$ cat src/core/ebp_cfg.svh
// constants for the external bus select and strobe port
// assumes one system clock; included by the package and the top module
`ifndef EBP_CFG_SVH
`define EBP_CFG_SVH
`define EBP_ADDR_W 32
`define EBP_DATA_W 64
`define EBP_NUM_BANKS 4
`define EBP_SIZE_W 4
`define EBP_EXT_BASE 32'h0010_0000
`define EBP_BANK_SHIFT_MIN 6'h0c
`define EBP_STB_RDL 0
`define EBP_STB_RDH 1
`define EBP_STB_WRL 2
`define EBP_STB_WRH 3
`define EBP_STB_IDLE 4'hf
`define EBP_SEL_NONE 4'hf
`define EBP_WORD_LO 0
`define EBP_WORD_HI 1
`endif

$ cat src/core/ebp_pkg.sv
// types for the external bus select and strobe port
// assumes ebp_cfg.svh is on the include path
package ebp_pkg;
`include "ebp_cfg.svh"

  // one-hot access sequencer states
  typedef enum logic [2:0]
  {
    st_idle = 3'b001,
    st_access = 3'b010,
    st_end = 3'b100
  } ebp_state_type;

  // all state of the top module
  typedef struct packed {
    ebp_state_type state;
    logic [`EBP_ADDR_W-1:0] addr_out;
    logic addr_oe_n;
    logic [`EBP_DATA_W-1:0] data_out;
    logic data_oe_n;
    logic [`EBP_NUM_BANKS-1:0] bank_sel_n;
    logic sel_oe_n;
    logic [3:0] strobe_n;
    logic strobe_oe_n;
    logic req_we;
    logic [1:0] req_words;
    logic sync_mode;
    logic core_done;
    logic [`EBP_DATA_W-1:0] core_rdata;
    logic [3:0] slv_prev_n;
    logic [3:0] slv_event;
    logic [`EBP_ADDR_W-1:0] slv_addr;
    logic [`EBP_DATA_W-1:0] slv_wdata;
  } ebp_regs_type;
endpackage : ebp_pkg

$ cat src/core/ebp_sync2.sv
// two-flop synchroniser for a bundle of pin inputs
// assumes the pins are asynchronous to clk_sys; reset is synchronous
`timescale 1ns/1ns
module ebp_sync2
#(
  parameter int W = 1,
  parameter logic [W-1:0] RST_VAL = '0
)
(
  // clock and reset
  input wire logic clk_sys,
  input wire logic rst,
  // pins in, stable copy out
  input wire logic [W-1:0] d,
  output logic [W-1:0] q
);
  typedef struct packed {
    logic [W-1:0] meta;
    logic [W-1:0] stable;
  } ebp_sync_type;

  ebp_sync_type r;
  ebp_sync_type next_r;

  // meta stage feeds only the stable stage
  always_comb
  begin
    next_r.meta = d;
    next_r.stable = r.meta;
    if (rst)
    begin
      next_r.meta = RST_VAL;
      next_r.stable = RST_VAL;
    end
  end

  always_ff @(posedge clk_sys)
  begin
    r <= next_r;
  end

  assign q = r.stable;
endmodule : ebp_sync2

$ cat src/core/ebp_port.sv
// external bus port: address, data, bank selects and word strobes
// assumes core requests on clk_sys; bus pins are asynchronous and synced
`timescale 1ns/1ns
`include "ebp_cfg.svh"
module ebp_port
(
  // clock and reset
  input wire logic clk_sys,
  input wire logic rst,
  // core request side
  input wire logic core_req,
  input wire logic core_write,
  input wire logic core_low,
  input wire logic core_high,
  input wire logic core_sync,
  input wire logic [`EBP_ADDR_W-1:0] core_addr,
  input wire logic [`EBP_DATA_W-1:0] core_wdata,
  output logic core_done,
  output logic [`EBP_DATA_W-1:0] core_rdata,
  // ownership and configuration
  input wire logic bus_master,
  input wire logic [`EBP_SIZE_W-1:0] bank_size_sel,
  // inbound slave accesses to internal memory
  input wire logic [`EBP_DATA_W-1:0] slave_rdata,
  output logic [`EBP_ADDR_W-1:0] slave_addr,
  output logic [`EBP_DATA_W-1:0] slave_wdata,
  output logic [3:0] slave_strobe_event,
  // address and data pins
  input wire logic [`EBP_ADDR_W-1:0] ext_address_bus_in,
  output logic [`EBP_ADDR_W-1:0] ext_address_bus_out,
  output logic ext_address_bus_oe_n,
  input wire logic [`EBP_DATA_W-1:0] ext_data_bus_in,
  output logic [`EBP_DATA_W-1:0] ext_data_bus_out,
  output logic ext_data_bus_oe_n,
  // bank select pins
  output logic [`EBP_NUM_BANKS-1:0] bank_select_n,
  output logic bank_select_oe_n,
  // strobe pins
  input wire logic read_low_word_strobe_n_in,
  output logic read_low_word_strobe_n_out,
  output logic read_low_word_strobe_n_oe_n,
  input wire logic read_high_word_strobe_n_in,
  output logic read_high_word_strobe_n_out,
  output logic read_high_word_strobe_n_oe_n,
  input wire logic write_low_word_strobe_n_in,
  output logic write_low_word_strobe_n_out,
  output logic write_low_word_strobe_n_oe_n,
  input wire logic write_high_word_strobe_n_in,
  output logic write_high_word_strobe_n_out,
  output logic write_high_word_strobe_n_oe_n,
  // handshake pins
  input wire logic ack,
  input wire logic suspend_bus_tristate_n
);
  import ebp_pkg::*;

  localparam int SYNC_W = 2 + 4 + `EBP_ADDR_W + `EBP_DATA_W;
  localparam logic [SYNC_W-1:0] SYNC_RST =
    {1'b0, 1'b1, `EBP_STB_IDLE, {`EBP_ADDR_W{1'b0}}, {`EBP_DATA_W{1'b0}}};

  ebp_regs_type r;
  ebp_regs_type next_r;
  logic ack_s;
  logic susp_n_s;
  logic [3:0] sl_n;
  logic [`EBP_ADDR_W-1:0] addr_s;
  logic [`EBP_DATA_W-1:0] data_s;

  // one-hot select for the bank holding addr, zero when outside all banks
  function automatic logic [`EBP_NUM_BANKS-1:0] bank_decode(
    input logic [`EBP_ADDR_W-1:0] addr,
    input logic [`EBP_SIZE_W-1:0] size_sel);
    logic [5:0] sh;
    logic [`EBP_ADDR_W-1:0] idx;
    sh = `EBP_BANK_SHIFT_MIN + {2'h0, size_sel};
    idx = (addr - `EBP_EXT_BASE) >> sh;
    bank_decode = '0;
    if (addr >= `EBP_EXT_BASE && idx < `EBP_NUM_BANKS)
      bank_decode[idx[1:0]] = 1'b1;
  endfunction : bank_decode

  // every pin input crosses two flops before use
  ebp_sync2 #(.W(SYNC_W), .RST_VAL(SYNC_RST)) u_sync
  (
    .clk_sys(clk_sys),
    .rst(rst),
    .d({ack, suspend_bus_tristate_n, write_high_word_strobe_n_in,
        write_low_word_strobe_n_in, read_high_word_strobe_n_in,
        read_low_word_strobe_n_in, ext_address_bus_in, ext_data_bus_in}),
    .q({ack_s, susp_n_s, sl_n, addr_s, data_s})
  );

  // sequencer, pin drive and slave capture
  always_comb
  begin
    logic master_ok;
    logic busy;
    logic slave_rd;
    logic [`EBP_NUM_BANKS-1:0] sel;
    master_ok = bus_master && susp_n_s;
    busy = 1'b0;
    slave_rd = 1'b0;
    sel = '0;
    next_r = r;
    next_r.core_done = 1'b0;
    next_r.slv_event = 4'h0;
    case (r.state)
      st_idle:
      begin
        if (core_req && master_ok)
        begin
          next_r.state = st_access;
          next_r.addr_out = core_addr;
          next_r.data_out = core_wdata;
          next_r.req_we = core_write;
          next_r.req_words = {core_high, core_low};
          next_r.sync_mode = core_sync;
        end
      end
      st_access:
      begin
        // a suspended or lost bus halts the access rather than ending it
        if (master_ok && ack_s)
        begin
          next_r.state = st_end;
          next_r.core_done = 1'b1;
          if (!r.req_we)
            next_r.core_rdata = data_s;
        end
      end
      st_end:
        next_r.state = st_idle;
      default:
        next_r.state = st_idle;
    endcase

    // bus outputs follow the next state so they leave flops directly
    busy = (next_r.state == st_access);
    sel = bank_decode(next_r.addr_out, bank_size_sel);
    if (next_r.sync_mode)
      next_r.bank_sel_n = busy ? ~sel : `EBP_SEL_NONE;
    else
      next_r.bank_sel_n = (next_r.state != st_idle) ? ~sel : `EBP_SEL_NONE;
    next_r.addr_oe_n = !(master_ok && next_r.state != st_idle);
    next_r.sel_oe_n = next_r.addr_oe_n;
    next_r.strobe_oe_n = !master_ok;
    next_r.strobe_n = `EBP_STB_IDLE;
    if (busy && !next_r.req_we)
    begin
      next_r.strobe_n[`EBP_STB_RDL] = !next_r.req_words[`EBP_WORD_LO];
      next_r.strobe_n[`EBP_STB_RDH] = !next_r.req_words[`EBP_WORD_HI];
    end
    else if (busy)
    begin
      next_r.strobe_n[`EBP_STB_WRL] = !next_r.req_words[`EBP_WORD_LO];
      next_r.strobe_n[`EBP_STB_WRH] = !next_r.req_words[`EBP_WORD_HI];
    end

    // slave side: a falling strobe marks one inbound word access
    slave_rd = !bus_master && susp_n_s &&
               (!sl_n[`EBP_STB_RDL] || !sl_n[`EBP_STB_RDH]);
    if (!bus_master)
    begin
      for (int i = 0; i < 4; i++)
        next_r.slv_event[i] = r.slv_prev_n[i] && !sl_n[i];
      if (|(r.slv_prev_n & ~sl_n))
      begin
        next_r.slv_addr = addr_s;
        next_r.slv_wdata = data_s;
      end
      if (slave_rd)
        next_r.data_out = slave_rdata;
    end
    next_r.slv_prev_n = sl_n;
    // data is the one bus a slave still drives, and only on inbound reads
    next_r.data_oe_n = !((master_ok && busy && next_r.req_we) || slave_rd);

    if (rst)
    begin
      next_r = '0;
      next_r.state = st_idle;
      next_r.addr_oe_n = 1'b1;
      next_r.data_oe_n = 1'b1;
      next_r.sel_oe_n = 1'b1;
      next_r.strobe_oe_n = 1'b1;
      next_r.bank_sel_n = `EBP_SEL_NONE;
      next_r.strobe_n = `EBP_STB_IDLE;
      next_r.slv_prev_n = `EBP_STB_IDLE;
    end
  end

  always_ff @(posedge clk_sys)
  begin
    r <= next_r;
  end

  // ports straight from the state flops
  assign core_done = r.core_done;
  assign core_rdata = r.core_rdata;
  assign slave_addr = r.slv_addr;
  assign slave_wdata = r.slv_wdata;
  assign slave_strobe_event = r.slv_event;
  assign ext_address_bus_out = r.addr_out;
  assign ext_address_bus_oe_n = r.addr_oe_n;
  assign ext_data_bus_out = r.data_out;
  assign ext_data_bus_oe_n = r.data_oe_n;
  assign bank_select_n = r.bank_sel_n;
  assign bank_select_oe_n = r.sel_oe_n;
  assign read_low_word_strobe_n_out = r.strobe_n[`EBP_STB_RDL];
  assign read_high_word_strobe_n_out = r.strobe_n[`EBP_STB_RDH];
  assign write_low_word_strobe_n_out = r.strobe_n[`EBP_STB_WRL];
  assign write_high_word_strobe_n_out = r.strobe_n[`EBP_STB_WRH];
  assign read_low_word_strobe_n_oe_n = r.strobe_oe_n;
  assign read_high_word_strobe_n_oe_n = r.strobe_oe_n;
  assign write_low_word_strobe_n_oe_n = r.strobe_oe_n;
  assign write_high_word_strobe_n_oe_n = r.strobe_oe_n;
endmodule : ebp_port

$ cat config.mk
export PLATFORM = sky130hd
export DESIGN_NAME = ebp_port
export DESIGN_NICKNAME = d
export VERILOG_FILES = /design/src/core/ebp_pkg.sv /design/src/core/ebp_sync2.sv /design/src/core/ebp_port.sv
export VERILOG_INCLUDE_DIRS = /design/src /design/src/core
export SDC_FILE = /design/constraint.sdc
export NUM_CORES = 1
export LEC_CHECK = 0
export BUFFER_PORTS_ARGS = -buffer_cell sky130_fd_sc_hd__buf_2
export CAP_MARGIN = 25
export CELL_PAD_IN_SITES_DETAIL_PLACEMENT = 1
export CELL_PAD_IN_SITES_GLOBAL_PLACEMENT = 1
export CORE_UTILIZATION = 38
export CTS_CLUSTER_DIAMETER = 30
export DETAILED_ROUTE_END_ITERATION = 6
export PLACE_DENSITY_LB_ADDON = 0.1
export SETUP_SLACK_MARGIN = 0.02
export SKIP_CTS_REPAIR_TIMING = 1
export SLEW_MARGIN = 40
export SYNTH_ARGS = -nofsm -noshare
export SYNTH_HDL_FRONTEND = slang
export SYNTH_HIERARCHICAL = 1
export SYNTH_SLANG_ARGS = --single-unit
$ cat constraint.sdc
create_clock -name clk_sys -period 6.2 [get_ports clk_sys]
set_clock_uncertainty 0.15 [all_clocks]
set_input_delay 0.93 -clock clk_sys [delete_from_list [all_inputs] [get_ports clk_sys]]
set_output_delay 0.93 -clock clk_sys [all_outputs]
set_load 0.01 [all_outputs]
==> results of run 1 <==
==> state kept, by name, indices dropped and copies added, names as in the netlist, 11 cells and up <==
signal and count:
ext_address_bus_out 32, ext_data_bus_out 64, core_rdata 64, slave_wdata 64, u_sync/r 102, r 11
slave_addr 32, u_sync/q 102
==> how the worst min path moves through the flow <==
stage | startpoint | end | slack (ns) | cells after the start
after floorplan | u_sync/r[202] | u_sync/q[100] | 0.23 | 1
final | u_sync/r[202] | u_sync/q[100] | 0.25 | 1
after detailed placement | u_sync/r[202] | u_sync/q[100] | 0.24 | 1
after CTS | u_sync/r[202] | u_sync/q[100] | 0.25 | 1
after global routing | u_sync/r[202] | u_sync/q[100] | 0.26 | 1
after global placement | u_sync/r[202] | u_sync/q[100] | 0.24 | 1
==> final cells by class <==
| class | instances | share of cell area |
|---|---|---|
| Sequential cell | 487 | 0.399 |
| Multi-Input combinational cell | 1223 | 0.262 |
| Clock buffer | 152 | 0.138 |
| Timing Repair Buffer | 564 | 0.119 |
| Clock inverter | 75 | 0.0470 |
| Tap cell | 672 | 0.0344 |
| Inverter | 5 | 0.000768 |
| Antenna cell | 4 | 0.000409 |
==> per-layer routing <==
layer | share of wire | wire (um) | track usage | vias to the layer above
met4 | 0.029 | 1690 | 0.0881 | 20
met2 | 0.49 | 28600 | 0.381 | 454
met3 | 0.081 | 4710 | 0.0821 | 125
met1 | 0.40 | 23100 | 0.241 | 7098
li1 | - | - | - | 7241
met5 | 0.0025 | 143 | 0 | -
==> synth_stat cells (11+ instances only) <==
cell type,number,area [sq um]
a21oi_1,197,986
nor3_1,12,60.1
o21ai_0,11,55.1
clkbuf_1,98,368
nand2b_1,12,75.1
buf_2,24,120
mux2i_1,18,180
buf_4,372,2790
dfxtp_1,487,9750
nor2_1,89,334
a311oi_1,64,561
nand2_1,513,1930
nor2b_1,199,1240
==> power breakdown <==
part           switching, mW  total, mW  internal, mW
clock                   1.95       6.84          4.89
sequential            0.0547       3.32          3.26
combinational          0.346      0.584         0.238
==> stage by stage <==
step,std cells,cell area (sq um)
2_1_floorplan,2218,19500
3_3_place_gp,2951,19900
3_5_place_dp,2951,19900
4_1_cts,3178,24400
5_1_grt,3179,24400
6_report,3182,24500
==> worst max-delay path, stage by stage <==
cell     delay [ns]
buf_2          0.22
and2_1         0.43
nand2_4        0.39
mux2i_1        0.43
ha_1           0.48
nor3b_1        0.28
xor2_1         0.10
mux2i_1        0.35
nor2_1         0.13
o32ai_1        0.41
nand4_2        0.14
o31ai_2        0.39
or3b_1         0.38
==> logic make-up (layout without fill, tap and decap cells) <==
logic type	Yosys count	after routing	synth area share
simple gates	886	886	0.209
buf+inv	508	796	0.172
flops	487	487	0.501
compound gates	305	305	0.0985
mux	26	26	0.0168
xor+xnor	5	5	0.00225
fa+ha+maj	1	1	0.000643
other cells	0	4	0
==> qor.csv, run 1 <==
stage,metric,value,unit
drt,DRT iter0 DRCs,558,
clocking,H-tree levels,3,
clocking,Clock transition at path regs,0.04,ns
final_layout,most frequent cells in the layout,"548 x buf_2, 513 x nand2_1, 487 x dfxtp_1, 199 x nor2b_1, 197 x a21oi_1",
floorplan,Core Area,50400,sq um
drt,routed wire length,58300,um
setup_path,Worst setup EP type,flop,
logic_synthesis,post-synthesis sequential area ratio,0.501,
placed_design,routability-driven placement congestion ratio,0.858,
setup_path,r2r setup slk,1.67,ns
timing,final setup TNS,0,ns
logic_synthesis,synthesized area,19500,sq um
timing,final setup fails,0,
clocking,CTS Buffer Depth,3,
timing,Period minus WS final,4.73,ns
power_and_ir_drop,maximum VDD drop,0.312,mV
logic_synthesis,ys async rst share,0,
floorplan,Rows,82,
power_and_ir_drop,Pwr per Cell Area,439,nW/um^2
logic_synthesis,ys flop type,dfxtp_1,
setup_path,path depth of the worst reg2reg path,12,
logic_synthesis,Syn. warnings,6,
grt,initial antenna violation count,17,
logic_synthesis,Synth Area per Inst,8.77,sq um
setup_path,crit path from,bus_master,
final_layout,share of layout cells above drive strength 1,0.325,
hold_path,Hold Path Class,flop to flop,
clocking,Sink Count,487,
final_layout,register area,9750,sq um
grt,grt ovf,0,
setup_path,Worst EP arrival,5.09,ns
timing,worst rel slew slack,0.452,
timing,final hold viol count,0,
drt,via/cell ratio,4.69,
drt,Initial DRT Pass Iterations,4,
placed_design,pre-CTS setup slack,0.828,ns
run_status,status,completed,
timing,RSZ-0062 raised after global routing,false,
drt,vias,14900,
grt,largest net degree at the start of global routing,172,
placed_design,DP HPWL,38900,um
setup_path,CP required,6.56,ns
grt,vias in the first global route,15600,
timing,period utilization,0.763,
timing,"Slew Viols, Final",0,
grt,gr usage total,0.220,
floorplan,DIE HEIGHT,228,um
setup_path,reg-to-reg startpoint,u_sync/q[100],
logic_synthesis,Synth Register Bits,487,
timing,Slew @ Worst Pin,0.822,ns
logic_synthesis,Synth cell types,64,
run,Max-cap violations,0,
clocking,CTS tree,done,
timing,f_max,211,MHz
floorplan,width of the chip,228,um
clocking,TritonCTS buffer count,119,
floorplan,# IOs,550,
grt,first-pass GRT wire length,90300,um
timing,Worst Hold Slack,0.250,ns
final_layout,area of the multi-input gates,6420,sq um
logic_synthesis,number of flops mapped to enable cells by yosys,0,
final_layout,"Core Util, Final",0.485,
clocking,Root Driver,clkbuf_16,
floorplan,Initial Utilization,0.386,
drt,WL/cell,18.3,um
setup_path,critical path class,input port to flop,
setup_path,startpoint types,input port,
final_layout,synth-to-layout area growth,25.6,%
placed_design,port buffer count,549,
drt,DRC Markers,0,
logic_synthesis,Mapped Cells,2218,
drt,ANT nets after route,0,
floorplan,die footprint,52100,sq um
setup_path,worst r2r dst,bank_select_n[0],
setup_path,crit path to,bank_select_n[0],
final_layout,fill cell count,5903,
power_and_ir_drop,LEAKAGE,10.6,nW
logic_synthesis,"Net Count, Synth",2493,
final_layout,"most common cell after layout, fill and taps aside",buf_2,
setup_path,Critical Path Fanout Max,36,
timing,final setup margin,1.47,ns
power_and_ir_drop,PnR Total Power,10.7,mW
clocking,clock latency at the later pin of the worst-skew pair,0.63,ns
final_layout,Nets,2675,
(Power assumes the default switching activity.)
==> inputs of run 2 (changes only) <==
Settings changed: ABC_AREA set to 1.
Clock period 6.2 ns to 4.7 ns, I/O delays scaled along.
==> run 2 against run 1 <==
Compared with the run above:
- utilization down 1.5 points
- clock power up 21%
- synthesized area up 3.7%
- synthesized cell count up 18%
- global-route usage up 0.10 points
- die area up 3.7%
- setup slack better by 0.15 ns
- first-iteration DRC count down 10%
- critical path depth up 2
- sequential cell count unchanged
==> qor.csv, run 2 <==
stage,metric,value,unit
grt,initial antenna violation count,20,
clocking,clock latency at the later pin of the worst-skew pair,0.65,ns
final_layout,"most common cell after layout, fill and taps aside",nor2_1,
logic_synthesis,Post-synth top cells,"572 x nor2_1, 487 x dfxtp_1, 371 x buf_4",
floorplan,# IOs,550,
grt,met3 usage,0.0853,
clocking,TritonCTS buffer count,119,
drt,WL/cell,16.8,um
logic_synthesis,ranking of synthesized cells by area,"dfxtp_1 48%, buf_4 14%, nor2_1 11%, inv_1 6.2%, nand2_1 5.4%",
hold_path,Hold Path Sink,u_sync/r[202],
power_and_ir_drop,LEAKAGE,13.1,nW
hold_path,Hold Path Class,input port to flop,
logic_synthesis,"Net Count, Synth",2891,
logic_synthesis,Synth Register Bits,487,
timing,Worst Hold Slack,0.0843,ns
floorplan,Rows,84,
power_and_ir_drop,maximum VDD drop,0.413,mV
grt,first-pass GRT wire length,92300,um
hold_path,Worst Hold Launch,suspend_bus_tristate_n,
timing,period utilization,0.655,
grt,met2 Use GR,0.372,
grt,grt ovf,0,
drt,ANT nets after route,0,
run_status,status,completed,
setup_path,reg-to-reg startpoint,u_sync/q[100],
logic_synthesis,synthesized area,20200,sq um
logic_synthesis,Mapped Cells,2615,
logic_synthesis,post-synthesis sequential area ratio,0.483,
final_layout,fill cell count,6475,
drt,DRT iter0 DRCs,501,
final_layout,synth-to-layout area growth,22.5,%
clocking,CTS Buffer Depth,3,
drt,via/cell ratio,4.51,
timing,worst rel slew slack,0.491,
timing,RSZ-0062 raised after global routing,false,
timing,"Slew Viols, Final",0,
clocking,Clock transition at path regs,0.05,ns
logic_synthesis,cell taking the most area after synthesis,dfxtp_1,
timing,Slew @ Worst Pin,0.764,ns
logic_synthesis,Syn. warnings,6,
floorplan,die footprint,54000,sq um
drt,routed wire length,60400,um
floorplan,width of the chip,232,um
final_layout,share of layout cells above drive strength 1,0.280,
logic_synthesis,most common cell in the netlist,nor2_1,
logic_synthesis,ys flop type,dfxtp_1,
timing,Period minus WS final,3.08,ns
grt,M1 GR Usage,0.242,
timing,final setup TNS,0,ns
final_layout,most frequent cells in the layout,"571 x nor2_1, 548 x buf_2, 487 x dfxtp_1, 330 x inv_1, 289 x nand2_1",
floorplan,Initial Utilization,0.384,
clocking,Sink Count,487,
final_layout,Nets,3078,
setup_path,Worst EP arrival,3.45,ns
logic_synthesis,ys async rst share,0,
logic_synthesis,Synth cell types,32,
drt,DRC Markers,0,
setup_path,CP required,5.07,ns
logic_synthesis,Synth Area per Inst,7.72,sq um
logic_synthesis,number of flops mapped to enable cells by yosys,0,
logic_synthesis,share of the synthesized area in the top cell type,0.483,
placed_design,DP HPWL,41000,um
setup_path,Worst setup EP type,flop,
run,Max-cap violations,0,
power_and_ir_drop,PnR Total Power,13.8,mW
setup_path,startpoint types,flop,
grt,largest net degree at the start of global routing,130,
setup_path,critical path class,flop to flop,
timing,f_max,325,MHz
setup_path,Critical Path Fanout Max,47,
grt,vias in the first global route,17000,
clocking,Root Driver,clkbuf_16,
clocking,CTS tree,done,
setup_path,r2r setup slk,1.62,ns
timing,final hold viol count,0,
floorplan,Core Area,52600,sq um
grt,GR peak layer,met2,
clocking,H-tree levels,3,
grt,gr usage total,0.221,
setup_path,worst r2r dst,bank_select_n[2],
placed_design,port buffer count,549,
drt,vias,16300,
hold_path,Hold Crit Depth,3,
placed_design,routability-driven placement congestion ratio,0.880,
floorplan,DIE HEIGHT,232,um
setup_path,path depth of the worst reg2reg path,15,
timing,final setup fails,0,
drt,Initial DRT Pass Iterations,4,
power_and_ir_drop,Pwr per Cell Area,559,nW/um^2
[run 2: cell types whose count changed in the layout (fill, tap and decap cells not counted), sizes merged, moves of 12 or more]
cell	previous run	this run
a21oi	197	8
a311oi	64	0
bufinv	26	14
inv	11	343
mux2i	18	2
nand2	514	296
nand2b	12	0
nand3	6	124
nor2	90	589
nor2b	199	0
o211ai	2	68
o21ai	11	187
[run 2: worst max-delay path: stages, from the launching register on]
cell,delay (ns)
dfxtp_1,0.33
nand2_2,0.12
inv_4,0.07
nand3_4,0.43
nand2_1,0.10
nand2_1,0.19
ha_1,0.26
nand3_1,0.09
nor2_1,0.25
nand3b_1,0.15
nand3_1,0.13
nand3_1,0.11
nand3_1,0.13
nand2_1,0.08
a21oi_1,0.21
nand3_1,0.12
[run 2: final cells by class]
cell class	instances	area, sq um	area share
multi-input cells	1296	5750	0.232
flip-flops and latches	487	9750	0.394
clock inverters	66	801	0.0324
inverters	337	1280	0.0516
well taps	688	861	0.0348
repair buffers	561	2890	0.117
diodes	12	30.0	0.00121
clock buffers	159	3370	0.136
[run 2: through the flow]
step / instances / area, sq um / utilization / setup WS [ns]
2_1_floorplan: 2615 / 20200 / - / 2.09
3_3_place_gp: 3369 / 20500 / 0.390 / 1.25
3_5_place_dp: 3369 / 20500 / 0.391 / 1.16
5_1_grt: 3605 / 24700 / 0.470 / 1.24
6_report: 3606 / 24700 / 0.470 / 1.62
4_1_cts: 3594 / 24700 / 0.470 / 1.57
[run 2: kinds of logic (layout without fill, tap and decap cells)]
family,Yosys count,after routing,synth area share
and+or+nand+nor,1026,1026,0.205
buffers and inverters,832,1123,0.233
DFF,487,487,0.483
AOI/OAI and AO/OA,265,265,0.0761
adders and majority gates,2,2,0.00124
muxes,2,2,0.000992
xor gates and xnor gates,1,1,0.000434
other,0,12,0
[run 2: power by group]
part | switching, mW | internal (mW)
registers | 0.0984 | 4.36
logic | 0.671 | 0.393
clock network | 2.52 | 5.76
total | 3.29 | 10.5
[run 2: metal layers]
| layer | up-vias | part of all wire |
|---|---|---|
| met4 | 18 | 0.038 |
| li1 | 8032 | - |
| met3 | 150 | 0.074 |
| met5 | - | 0.0020 |
| met2 | 426 | 0.49 |
| met1 | 7636 | 0.40 |
[run 2: how the worst max path moves through the flow]
stage / startpoint / endpoint / slack [ns] / cells after the start
global placement: core_req / bank_select_n[3] / 1.25 / 18
CTS: u_sync/q[100] / bank_select_n[2] / 1.57 / 17
detailed placement: bus_master / bank_select_n[2] / 1.16 / 17
finish: u_sync/q[100] / bank_select_n[2] / 1.62 / 15
global route: u_sync/q[100] / bank_select_n[3] / 1.24 / 16
floorplan: bus_master / bank_select_n[0] / 2.09 / 16
==> inputs of run 3 (changes only) <==
Settings changed: ABC_AREA 1 to 0, CORE_UTILIZATION 38 to 35.
Clock period 4.7 ns to 2.66 ns, I/O delays scaled along.
==> run 3 against run 2 <==
Compared with the run above:
- the run now ends with hold timing, setup timing left
- final area increased by 12%
- via count is 0.71% higher
- combinational power up 85%
- maximum frequency down 6.7%
- global-route usage down 1.7 points
- register-to-register slack worse by 2.3 ns
- hold slack lost 0.088 ns
- total power is 79% higher
- final cell count shrank 0.72%
==> qor.csv, run 3 (synthesis results as in run 1) <==
stage,metric,value,unit
run_status,status,"finished, violations left",
run_status,failing checks,"hold timing, setup timing",
timing,Slew @ Worst Pin,0.701,ns
drt,Initial DRT Pass Iterations,7,
final_layout,"most common cell after layout, fill and taps aside",buf_2,
setup_path,Worst setup EP type,flop,
final_layout,share of layout cells above drive strength 1,0.316,
clocking,clock latency at the later pin of the worst-skew pair,0.65,ns
grt,gr usage total,0.203,
grt,largest net degree at the start of global routing,94,
timing,RSZ-0062 raised after global routing,true,
power_and_ir_drop,LEAKAGE,12.0,nW
setup_path,CP required,3.01,ns
floorplan,DIE HEIGHT,238,um
drt,via/cell ratio,4.57,
grt,initial antenna violation count,9,
placed_design,port buffer count,549,
grt,vias in the first global route,15500,
timing,final setup fails,4,
final_layout,register area,9750,sq um
drt,vias,16400,
timing,period utilization,1.24,
setup_path,Critical Path Fanout Max,6,
floorplan,Rows,86,
placed_design,routability-driven placement congestion ratio,0.812,
clocking,CTS Buffer Depth,3,
timing,worst rel slew slack,0.533,
timing,f_max,303,MHz
clocking,H-tree levels,3,
grt,grt ovf,0,
run,Max-cap violations,0,
timing,final setup margin,-0.641,ns
floorplan,die footprint,56600,sq um
timing,"Slew Viols, Final",0,
final_layout,fill cell count,6268,
drt,ANT nets after route,0,
setup_path,startpoint types,flop,
floorplan,Core Area,55000,sq um
drt,DRC Markers,0,
power_and_ir_drop,Pwr per Cell Area,891,nW/um^2
power_and_ir_drop,maximum VDD drop,0.526,mV
drt,DRT iter0 DRCs,597,
floorplan,width of the chip,238,um
timing,Period minus WS final,3.30,ns
clocking,Sink Count,487,
floorplan,# IOs,550,
final_layout,most frequent cells in the layout,"548 x buf_2, 513 x nand2_1, 485 x dfxtp_1, 253 x dlygate4sd3_1, 199 x nor2b_1",
setup_path,Worst EP arrival,3.65,ns
placed_design,DP HPWL,41300,um
final_layout,area of the multi-input gates,6590,sq um
timing,final hold viol count,1,
timing,Worst Hold Slack,-0.00325,ns
clocking,Root Driver,clkbuf_16,
setup_path,critical path class,flop to flop,
clocking,Clock transition at path regs,0.04,ns
clocking,CTS tree,done,
drt,WL/cell,18.3,um
drt,routed wire length,65600,um
clocking,TritonCTS buffer count,115,
hold_path,Hold Path Class,input port to flop,
final_layout,Final Cell Area,27700,sq um
final_layout,Nets,2998,
grt,first-pass GRT wire length,89500,um
floorplan,Initial Utilization,0.354,
final_layout,synth-to-layout area growth,42.3,%
placed_design,placed instance area,20700,sq um
-- run 3: cell type report --
class,count,area share
Sequential cell,487,0.352
Multi-Input combinational cell,1223,0.238
Tap cell,748,0.0338
Clock buffer,160,0.120
Antenna cell,7,0.000633
Inverter,5,0.000678
Clock inverter,59,0.0324
Timing Repair Buffer,891,0.222
-- run 3: final timing paths --
check                     start  slack [ns]  cells past startpoint                       to
setup / recovery         r[283]       -0.64                     14         bank_select_n[0]
hold / removal    core_addr[17]      -0.003                      3  ext_address_bus_out[17]
setup reg to reg         r[283]       -0.64                     14         bank_select_n[0]
hold reg to reg   u_sync/r[200]        0.26                      1             u_sync/q[98]
-- run 3: metal layers --
metal	share of wire	global-route usage
met3	0.075	0.0755
met1	0.40	0.231
met4	0.032	0.0852
met5	0.00066	0
met2	0.49	0.342
-- run 3: per-stage QoR --
step | power [mW] | TNS [ns] | setup slack (ns) | util | std cells
after global placement | 9.36 | -4.45 | -0.692 | 0.377 | 3096
after detailed placement | 9.40 | -9.13 | -0.831 | 0.377 | 3096
final | 24.7 | -2.29 | -0.641 | 0.504 | 3580
after CTS | 24.5 | -3.23 | -0.720 | 0.454 | 3315
after floorplan | 8.90 | -4.22 | -1.19 | - | 2218
after global routing | 25.5 | -2.70 | -0.733 | 0.503 | 3577
-- run 3: power breakdown --
part	switching, mW	leakage [nW]	internal [mW]
sequential	0.122	3.99	7.61
clock	4.40	2.08	10.6
combinational	1.00	5.91	0.963
-- run 3: critical path, cell delays in order (launching register included) --
cell	delay (ns)
dfxtp_2	0.33
and4bb_2	0.27
nand2_4	0.12
mux2i_4	0.29
ha_4	0.21
buf_6	0.13
inv_1	0.06
o21a_1	0.20
o32ai_4	0.34
nand3_2	0.14
o311ai_4	0.09
buf_4	0.17
o221a_4	0.18
nand4_1	0.09
or3b_1	0.39
